[src/isf_pkg.sv]
// Purpose: shared constants and carriers for the input state frame block
// Assumes: system clock of 50 MHz
// Notes: frame bit positions follow the long-frame layout
package isf_pkg;
  localparam int CLK_HZ = 50000000;
  localparam int NUM_CH = 8;
  localparam int FRAME_BITS = 16;
  localparam int SHORT_BITS = 8;
  // undervoltage dropout filter, figure in microseconds
  localparam int UV_FILTER_US = 1000;
  localparam int UV_FILTER_CYC = (CLK_HZ / 1000000) * UV_FILTER_US;
  // control byte field positions
  localparam int BIT_UV_N = 7;
  localparam int BIT_OT_N = 6;
  localparam int BIT_PAR_FULL = 5;
  localparam int BIT_PAR_UPPER = 4;
  localparam int BIT_PAR_LOWER = 3;
  localparam int BIT_PAR_MIDDLE = 2;
  localparam int BIT_STOP_LOW = 1;
  localparam int BIT_STOP_HIGH = 0;
  localparam logic STOP_LOW_VAL = 1'h0;
  localparam logic STOP_HIGH_VAL = 1'h1;
  // reset values
  localparam logic [7:0] CH_RESET = 8'h00;
  localparam logic [15:0] SHIFT_RESET = 16'h0000;
  localparam logic ALARM_RESET_N = 1'h1;

  typedef struct packed {
    logic sck;
    logic cs_n;
    logic mosi;
    logic frame_length_select;
    logic por_n;
    logic uv_below_on;
    logic uv_above_off;
    logic ot_above_on;
    logic ot_below_off;
  } isf_pins_type;

  typedef struct packed {
    logic miso;
    logic miso_oe;
  } isf_link_out_type;

  typedef struct packed {
    logic [1:0][7:0] data;
    logic wr_ptr;
    logic rd_ptr;
    logic [1:0] count;
  } isf_buf_type;
endpackage
[src/isf_buf2.sv]
// Purpose: two-entry buffer with valid and ready on both sides
// Assumes: single clock, producer and consumer on i_clk
// Notes: full and empty come straight from the entry count
module isf_buf2 #(
  parameter int WIDTH = 8
) (
  // clock and reset
  input wire logic i_clk,
  input wire logic i_rst_n,
  // fill side
  input wire logic i_valid,
  input wire logic [WIDTH-1:0] i_data,
  output logic o_ready,
  // drain side
  output logic o_valid,
  output logic [WIDTH-1:0] o_data,
  input wire logic i_ready
);
  typedef struct packed {
    logic [1:0][WIDTH-1:0] data;
    logic wr_ptr;
    logic rd_ptr;
    logic [1:0] count;
  } isf_b2_type;

  isf_b2_type st_r;
  isf_b2_type st_nxt;
  logic push;
  logic pop;

  assign o_ready = (st_r.count != 2'h2);
  assign o_valid = (st_r.count != 2'h0);
  assign o_data = st_r.data[st_r.rd_ptr];
  assign push = i_valid & o_ready;
  assign pop = o_valid & i_ready;

  always_comb begin
    st_nxt = st_r;
    if (push) begin
      st_nxt.data[st_r.wr_ptr] = i_data;
      st_nxt.wr_ptr = ~st_r.wr_ptr;
    end
    if (pop) begin
      st_nxt.rd_ptr = ~st_r.rd_ptr;
    end
    if (push && !pop) begin
      st_nxt.count = st_r.count + 2'h1;
    end else if (pop && !push) begin
      st_nxt.count = st_r.count - 2'h1;
    end
  end

  always_ff @(posedge i_clk or negedge i_rst_n) begin
    if (!i_rst_n) begin
      st_r <= '0;
    end else begin
      st_r <= st_nxt;
    end
  end
endmodule

[src/isf_input_state_spi_frame.sv]
// Purpose: slave serializer of eight filtered input states with alarms
// Assumes: serial link pins sampled by i_clk, link clock far below i_clk
// Notes: link runs in mode 0; link edges are found by oversampling
module isf_input_state_spi_frame #(
  parameter int UV_FILTER_CYC = isf_pkg::UV_FILTER_CYC
) (
  // clock and reset
  input wire logic i_clk,
  input wire logic i_rst_n,
  // filtered channel states, bit 0 is channel 1
  input wire logic i_in_valid,
  input wire logic [7:0] i_in_data,
  output logic o_in_ready,
  // serial link pins
  input wire logic i_sck,
  input wire logic i_cs_n,
  input wire logic i_mosi,
  output logic o_miso,
  output logic o_miso_oe,
  // configuration and supply pins
  input wire logic i_frame_length_select,
  input wire logic i_por_n,
  // analog comparator outputs
  input wire logic i_uv_below_on,
  input wire logic i_uv_above_off,
  input wire logic i_ot_above_on,
  input wire logic i_ot_below_off,
  // status
  output logic o_undervoltage_alarm_n,
  output logic o_overtemp_alarm_n,
  output logic [7:0] o_channel_state
);
  localparam int UVW = $clog2(UV_FILTER_CYC + 1);

  typedef struct packed {
    isf_pkg::isf_pins_type s1;
    isf_pkg::isf_pins_type s2;
    logic sck_d;
    logic cs_n_d;
    logic active;
    logic short_mode;
    logic mosi_cap;
    logic [15:0] shreg;
    logic [7:0] chan;
    logic undervoltage_alarm_n;
    logic [UVW-1:0] uv_cnt;
    logic overtemp_alarm_n;
    isf_pkg::isf_link_out_type lo;
  } isf_state_type;

  isf_state_type st_r;
  isf_state_type st_nxt;
  isf_pkg::isf_pins_type pins;
  logic buf_valid;
  logic [7:0] buf_data;
  logic buf_take;

  assign pins = '{sck: i_sck, cs_n: i_cs_n, mosi: i_mosi,
                  frame_length_select: i_frame_length_select,
                  por_n: i_por_n, uv_below_on: i_uv_below_on,
                  uv_above_off: i_uv_above_off,
                  ot_above_on: i_ot_above_on,
                  ot_below_off: i_ot_below_off};

  // states only move into the snapshot between frames, so a long frame
  // stalls the producer once both entries are taken
  assign buf_take = st_r.s2.cs_n;

  isf_buf2 #(
    .WIDTH(isf_pkg::NUM_CH)
  ) u_buf (
    .i_clk(i_clk),
    .i_rst_n(i_rst_n),
    .i_valid(i_in_valid),
    .i_data(i_in_data),
    .o_ready(o_in_ready),
    .o_valid(buf_valid),
    .o_data(buf_data),
    .i_ready(buf_take)
  );

  function automatic logic [15:0] build_frame(input logic [7:0] ch,
                                              input logic uv_n,
                                              input logic ot_n);
    logic [15:0] f;
    f = isf_pkg::SHIFT_RESET;
    f[15:8] = ch;
    f[isf_pkg::BIT_UV_N] = uv_n;
    f[isf_pkg::BIT_OT_N] = ot_n;
    f[isf_pkg::BIT_PAR_FULL] = ~(^ch);
    f[isf_pkg::BIT_PAR_UPPER] = ~(^ch[7:4]);
    f[isf_pkg::BIT_PAR_LOWER] = ~(^ch[3:0]);
    f[isf_pkg::BIT_PAR_MIDDLE] = ~(^ch[5:2]);
    f[isf_pkg::BIT_STOP_LOW] = isf_pkg::STOP_LOW_VAL;
    f[isf_pkg::BIT_STOP_HIGH] = isf_pkg::STOP_HIGH_VAL;
    return f;
  endfunction

  always_comb begin
    logic sck_rise;
    logic sck_fall;
    logic cs_fall;
    logic cs_rise;
    logic [15:0] fr;
    sck_rise = 1'b0;
    sck_fall = 1'b0;
    cs_fall = 1'b0;
    cs_rise = 1'b0;
    fr = isf_pkg::SHIFT_RESET;
    st_nxt = st_r;
    st_nxt.s1 = pins;
    st_nxt.s2 = st_r.s1;
    st_nxt.sck_d = st_r.s2.sck;
    st_nxt.cs_n_d = st_r.s2.cs_n;
    sck_rise = st_r.s2.sck & ~st_r.sck_d;
    sck_fall = ~st_r.s2.sck & st_r.sck_d;
    cs_fall = ~st_r.s2.cs_n & st_r.cs_n_d;
    cs_rise = st_r.s2.cs_n & ~st_r.cs_n_d;

    if (buf_valid && buf_take) begin
      st_nxt.chan = buf_data;
    end

    // undervoltage: set only after the low level holds for the filter time
    if (st_r.undervoltage_alarm_n) begin
      if (st_r.s2.uv_below_on) begin
        if (st_r.uv_cnt == UVW'(UV_FILTER_CYC - 1)) begin
          st_nxt.undervoltage_alarm_n = 1'b0;
          st_nxt.uv_cnt = '0;
        end else begin
          st_nxt.uv_cnt = st_r.uv_cnt + UVW'(1);
        end
      end else begin
        st_nxt.uv_cnt = '0;
      end
    end else begin
      if (st_r.s2.uv_above_off) begin
        if (st_r.uv_cnt == UVW'(UV_FILTER_CYC - 1)) begin
          st_nxt.undervoltage_alarm_n = 1'b1;
          st_nxt.uv_cnt = '0;
        end else begin
          st_nxt.uv_cnt = st_r.uv_cnt + UVW'(1);
        end
      end else begin
        st_nxt.uv_cnt = '0;
      end
    end

    if (st_r.s2.ot_above_on) begin
      st_nxt.overtemp_alarm_n = 1'b0;
    end else if (st_r.s2.ot_below_off) begin
      st_nxt.overtemp_alarm_n = 1'b1;
    end

    fr = build_frame(st_r.chan, st_r.undervoltage_alarm_n,
                     st_r.overtemp_alarm_n);

    if (cs_rise || st_r.s2.cs_n) begin
      // clock and data ignored while deselected
      st_nxt.active = 1'b0;
    end else if (cs_fall) begin
      st_nxt.active = 1'b1;
      st_nxt.short_mode = st_r.s2.frame_length_select;
      st_nxt.shreg = fr;
    end else if (st_r.active) begin
      if (sck_rise) begin
        st_nxt.mosi_cap = st_r.s2.mosi;
      end
      if (sck_fall) begin
        if (st_r.short_mode) begin
          st_nxt.shreg[15:8] = {st_r.shreg[14:8], st_r.mosi_cap};
        end else begin
          st_nxt.shreg = {st_r.shreg[14:0], st_r.mosi_cap};
        end
      end
    end

    // output is registered from the next state, in step with the register; power loss forces low
    st_nxt.lo.miso_oe = st_nxt.active;
    st_nxt.lo.miso = st_nxt.active & st_r.s2.por_n &
                     st_nxt.shreg[15];
  end

  always_ff @(posedge i_clk or negedge i_rst_n) begin
    if (!i_rst_n) begin
      st_r <= '0;
      st_r.s1.cs_n <= 1'b1;
      st_r.s2.cs_n <= 1'b1;
      st_r.cs_n_d <= 1'b1;
      st_r.chan <= isf_pkg::CH_RESET;
      st_r.shreg <= isf_pkg::SHIFT_RESET;
      st_r.undervoltage_alarm_n <= isf_pkg::ALARM_RESET_N;
      st_r.overtemp_alarm_n <= isf_pkg::ALARM_RESET_N;
    end else begin
      st_r <= st_nxt;
    end
  end

  assign o_miso = st_r.lo.miso;
  assign o_miso_oe = st_r.lo.miso_oe;
  assign o_undervoltage_alarm_n = st_r.undervoltage_alarm_n;
  assign o_overtemp_alarm_n = st_r.overtemp_alarm_n;
  assign o_channel_state = st_r.chan;
endmodule

[config.mk]
export PLATFORM = sky130hd
export DESIGN_NAME = isf_input_state_spi_frame
export DESIGN_NICKNAME = d
export VERILOG_FILES = /design/src/isf_pkg.sv /design/src/isf_buf2.sv /design/src/isf_input_state_spi_frame.sv
export SDC_FILE = /design/constraint.sdc
export NUM_CORES = 1
export LEC_CHECK = 0
export BUFFER_PORTS_ARGS = -buffer_cell sky130_fd_sc_hd__buf_2
export CORE_MARGIN = 4
export CORE_UTILIZATION = 55
export CTS_CLUSTER_SIZE = 8
export DETAILED_ROUTE_END_ITERATION = 8
export MAX_ROUTING_LAYER = met4
export PLACE_DENSITY = 0.74
export SETUP_SLACK_MARGIN = 0.15
export SLEW_MARGIN = 5
export SYNTH_ARGS = -nofsm -noshare
export SYNTH_HDL_FRONTEND = slang
export SYNTH_HIERARCHICAL = 1
export SYNTH_SLANG_ARGS = --single-unit
[constraint.sdc]
create_clock -name i_clk -period 2.96 [get_ports i_clk]
set_input_delay 0.444 -clock i_clk [delete_from_list [all_inputs] [get_ports i_clk]]
set_output_delay 0.444 -clock i_clk [all_outputs]
set_load 0.02 [all_outputs]
# After elaboration in Yosys (flattened, before gate mapping)
# Index checks and enable logic that the tools add are counted.
# totals
ff_bits	86
inputBits	20
word_cells	110
# classes
addsub	3
order_cmp	3
n_eq_ne	3
muxes	25
n_bitwise	20
n_reduce_logical	20
# op_table
cell	count
$mux W16	7
$mux W8	4
$mux W17	1
$add A16 B1 Y16 const B	1
$bwmux W16	1
$eq A16 B16 Y1 const B	1
$not A1 Y1	12
$reduce_xor A4 Y1	3
$reduce_bool A2 Y1	5
$and A1 B1 Y1	8
$demux W8 S1	1
$mux W1	8
$reduce_and A4 Y1	2
$reduce_xor A8 Y1	1
$mux W2	3
$logic_and A1 B1 Y1	4
$lt A1 B2 Y1 const B	2
$reduce_and A3 Y1	1
$add A2 B1 Y2 const B	1
$logic_not A1 Y1	2
$ne A2 B1 Y1 const B	1
$ne A2 B2 Y1 const B	1
$reduce_and A2 Y1	1
$sub A2 B1 Y2 const B	1
2 further kinds	2

# Longest topological paths before layout
# depth
depth_word	7
mapped_depth	7
mapped_depth_nobuf	6

# Hierarchy
# The synthesis kept the hierarchy.
# by_module_without_submodules
mod	instances	cells_per_inst	area_per_inst_um2
isf_input_state_spi_frame	1	238	2788.9
isf_buf2	1	60	969.7

# Worst setup path after synthesis
# OpenSTA, ideal clock, no wires.
# synth_timing
path_type	reg2reg
from	reg st_r[10] in the netlist's numbering
to	reg st_r[12] in the netlist's numbering
setup_ps	119
arrival_time_ps	1622
required_ps	2841
setup_slack_ps	1219
path_stages_with_launch	7
path_buffers	2
cell_sequence	dfrtp_1 > or4b_1 > nor4_2 > or2_1 > buf_6 > buf_12 > nor2_1
# synth_rtl
item	line_no	rtl
start, declared	isf_input_state_spi_frame.sv:51	isf_state_type st_r;
start signal, assigned	isf_input_state_spi_frame.sv:195	st_r <= st_nxt;

==> qor.csv <==
stage;metric;value;unit
outcome;status;complete, no violations;
synth;synth cell count leaders;dfrtp_1, mux2_2, nor2_1, o21ai_0;
floorplan;Top Ports;33;
synth;syn_nets;320;
floorplan;core area;6490;sq um
setup_path;CP endpoint kind;flip-flop;
setup_path;reg2reg start;st_r[8];
power;pwr dens;919;nW/um^2
setup_path;Worst R2R Path Depth;4;
finish;fin cells;406;
global_route;first-pass GRT wire length;11.0;mm
place;dpl ws;0.909;ns
synth;EDFF count, synth;0;
setup_path;Max Fanout on Critical Path;15;
synth;Synthesis Warnings;6;
clock_network;clock latency on the worst-skew pair;0.35;ns
floorplan;die area;8220;sq um
timing;max_slew headroom;29.9;%
place;GP Congestion;0.824;
setup_path;CP startpoint;st_r[8];
setup_path;critical path cell sequence;or4b_1 > nor4_2 > or2_1 > nor2_1;
timing;endpoints failing setup;0;
run;maxcap violations;0;
timing;worst-margin pin slew;1.05;ns
synth;Yosys reg bits;86;
finish;Final Cell Area;4120;sq um
clock_network;H-Tree Depth;3;
drt;routed len/inst;16.1;microns
timing;setup ws final;0.900;ns
clock_network;Inserted Clock Buffers;9;
drt;DR pass1 iterations;5;
global_route;Tot GR Track Use;17.4;%
synth;Yosys cell types;46;
floorplan;Vert. Die Dim;90.7;microns
global_route;vias in the first global route;2246;
setup_path;worst reg2reg endpoint;st_r[15];
finish;Post-Route Utilization;63.4;%
synth;most frequent cell after synthesis;dfrtp_1;
floorplan;Die Span X;90.7;microns
place;Placed Cells;390;
synth;Async SR Flop Fraction;100;%
clock_network;CTS Hold Buffers Added;0;
floorplan;Starting Density;57.9;%
setup_path;R2R Setup Slk;0.90;ns
synth;Post-Syn Instances;298;
global_route;largest net degree at the start of global routing;87;
clock_network;clock slew at reported path FFs;0.08;ns
drt;# DRC;0;
floorplan;Core Rows;29;
clock_network;CTS tree;done;
timing;Peak Freq;0.485;GHz
timing;minimum clock period;2.06;ns
timing;clk_skew;0.0129;ns
timing;RSZ-0062 raised after global routing;false;
synth;largest cells by area after synthesis;dfrtp_1, mux2_4, mux2_2;
clock_network;Clock Path Buffers;2;
drt;DRT antenna net count;0;
finish;fillers;518;
worst_hold_path;worst hold start;i_cs_n;
setup_path;CP startpoint kind;flip-flop;
finish;area grow syn2layout;9.59;%
synth;Avg Inst Size Synth;12.6;sq um
place;post-place instance area;3890;sq um
worst_hold_path;Min-Delay Endpoint;st_nxt[56];
finish;layout cells sized above 1;28.9;%
place;I/O Buffers;32;
drt;via/cell ratio;5.57;
global_route;antenna violations before repair;0;
place;dpl hpwl;4.41;mm
synth;register area share after synthesis;57.4;%
power;Leakage;1.83;nW
synth;Syn Std Cell Area;3760;sq um
setup_path;delay of the slowest critical-path stage;0.54;ns
finish;n_diodes;0;
timing;fin crit share;69.6;%
timing;final setup TNS;0;ns
synth;Post-synth top flop;dfrtp_1;
clock_network;clock sink total;86;
setup_path;Worst EP arrival;2.28;ns
worst_hold_path;HP Class;primary input to flip-flop;
setup_path;kind of critical path;flip-flop to flip-flop;
drt;drt total wl;6.53;mm
drt;iteration-0 DRC count of the detailed router;138;
clock_network;postcts setup bufs;0;
drt;via count;2263;
global_route;total grt overflow;0;
setup_path;CP max-delay cell;or4b_1;
setup_path;Worst Path Required;3.17;ns
synth;Synth area leader;dfrtp_1;
power;peak supply drop;0.000636;V
clock_network;cts repair resizes;0;
worst_hold_path;WHS Path Cells;1;
finish;Final #Nets;346;
synth;Synth top area share;53.9;%
clock_network;root buffer cell;clkbuf_8;
timing;Hold Violations, Final;0;
timing;final slew viol count;0;
==> worst max-delay path, delay by kind of cell, from the launching register on <==
| kind | cells | cell delay [ns] |
|---|---|---|
| DFF | 1 | 0.42 |
| and+or+nand+nor | 4 | 1.50 |
==> layout by cell type (no fill, tap or decap), types with 2 or more instances in the layout <==
cell type / instances
a22oi_1: 14
o21ai_0: 17
clkbuf_8: 10
nand3_1: 6
buf_2: 31
and3b_1: 2
dfstp_2: 5
dfrtp_1: 81
a21oi_1: 8
buf_4: 4
mux2_2: 19
mux2i_1: 2
nand2b_1: 2
ha_1: 2
xor2_1: 10
bufinv_16: 2
clkinv_4: 2
nand4_1: 5
mux2_4: 16
xnor2_1: 16
inv_1: 4
and3_1: 6
nor4_1: 3
nor4bb_1: 2
nand2_1: 16
nor3_1: 3
or4b_1: 2
nor2_1: 19
==> kinds of logic (layout without fill, tap and decap cells) <==
kind of cell / count (synthesis) / after routing / share of synthesized area [%]
fa+ha+maj: 2 / 2 / 0.666
xor+xnor: 26 / 26 / 6.06
flops: 86 / 86 / 57.4
simple gates: 81 / 81 / 12.3
mux: 37 / 37 / 12.6
buf+inv: 24 / 55 / 4.26
compound gates: 42 / 42 / 6.72
==> cell type report <==
type                       count  area, sq um  area share, %
clock buffer                  11          141           3.43
sequential                    86         2160           52.4
clock inverter                 5         82.6           2.00
timing repair buffer          35          185           4.50
multi-input combinational    188         1440           35.0
inverter                       4         15.0          0.365
tap                           77         96.3           2.34
==> per-stage QoR <==
| stage | hold WS (ns) | power, mW |
|---|---|---|
| 2_1_floorplan | 0.148 | 2.71 |
| 3_3_place_gp | 0.334 | 2.86 |
| 3_5_place_dp | 0.336 | 2.91 |
| 4_1_cts | 0.165 | 3.83 |
| 5_1_grt | 0.163 | 4.02 |
| 6_report | 0.189 | 3.79 |
==> registers in the layout, indices dropped and copies added, names as in the netlist <==
signal,flops
o_miso,1
st_nxt,10
o_channel_state,8
st_r,43
u_buf/st_r,20
o_overtemp_alarm_n,1
o_undervoltage_alarm_n,1
buf_take,1
o_miso_oe,1
==> per-layer routing <==
metal  vias to the layer above  track usage (%)  wire length [microns]
li1                       1088                -                      -
met1                      1127             24.0                   3210
met2                        34             24.6                   3000
met3                        14             3.42                    173
met4                         0             8.80                    148
met5                         -                -                      0
==> how the worst max path moves through the flow <==
stage | end | slack (ns)
3_3_place_gp | st_r[14] | 0.98
4_1_cts | st_r[12] | 0.89
3_5_place_dp | st_r[6] | 0.91
6_report | st_r[15] | 0.90
5_1_grt | st_r[17] | 0.78
2_1_floorplan | st_r[12] | 1.22
==> report_power, final <==
| group | switching, mW | internal, mW |
|---|---|---|
| registers | 0.260 | 1.48 |
| logic | 0.487 | 0.654 |
| clock network | 0.406 | 0.500 |
| total | 1.15 | 2.63 |
Note: power is estimated with default switching activity, not from simulation.
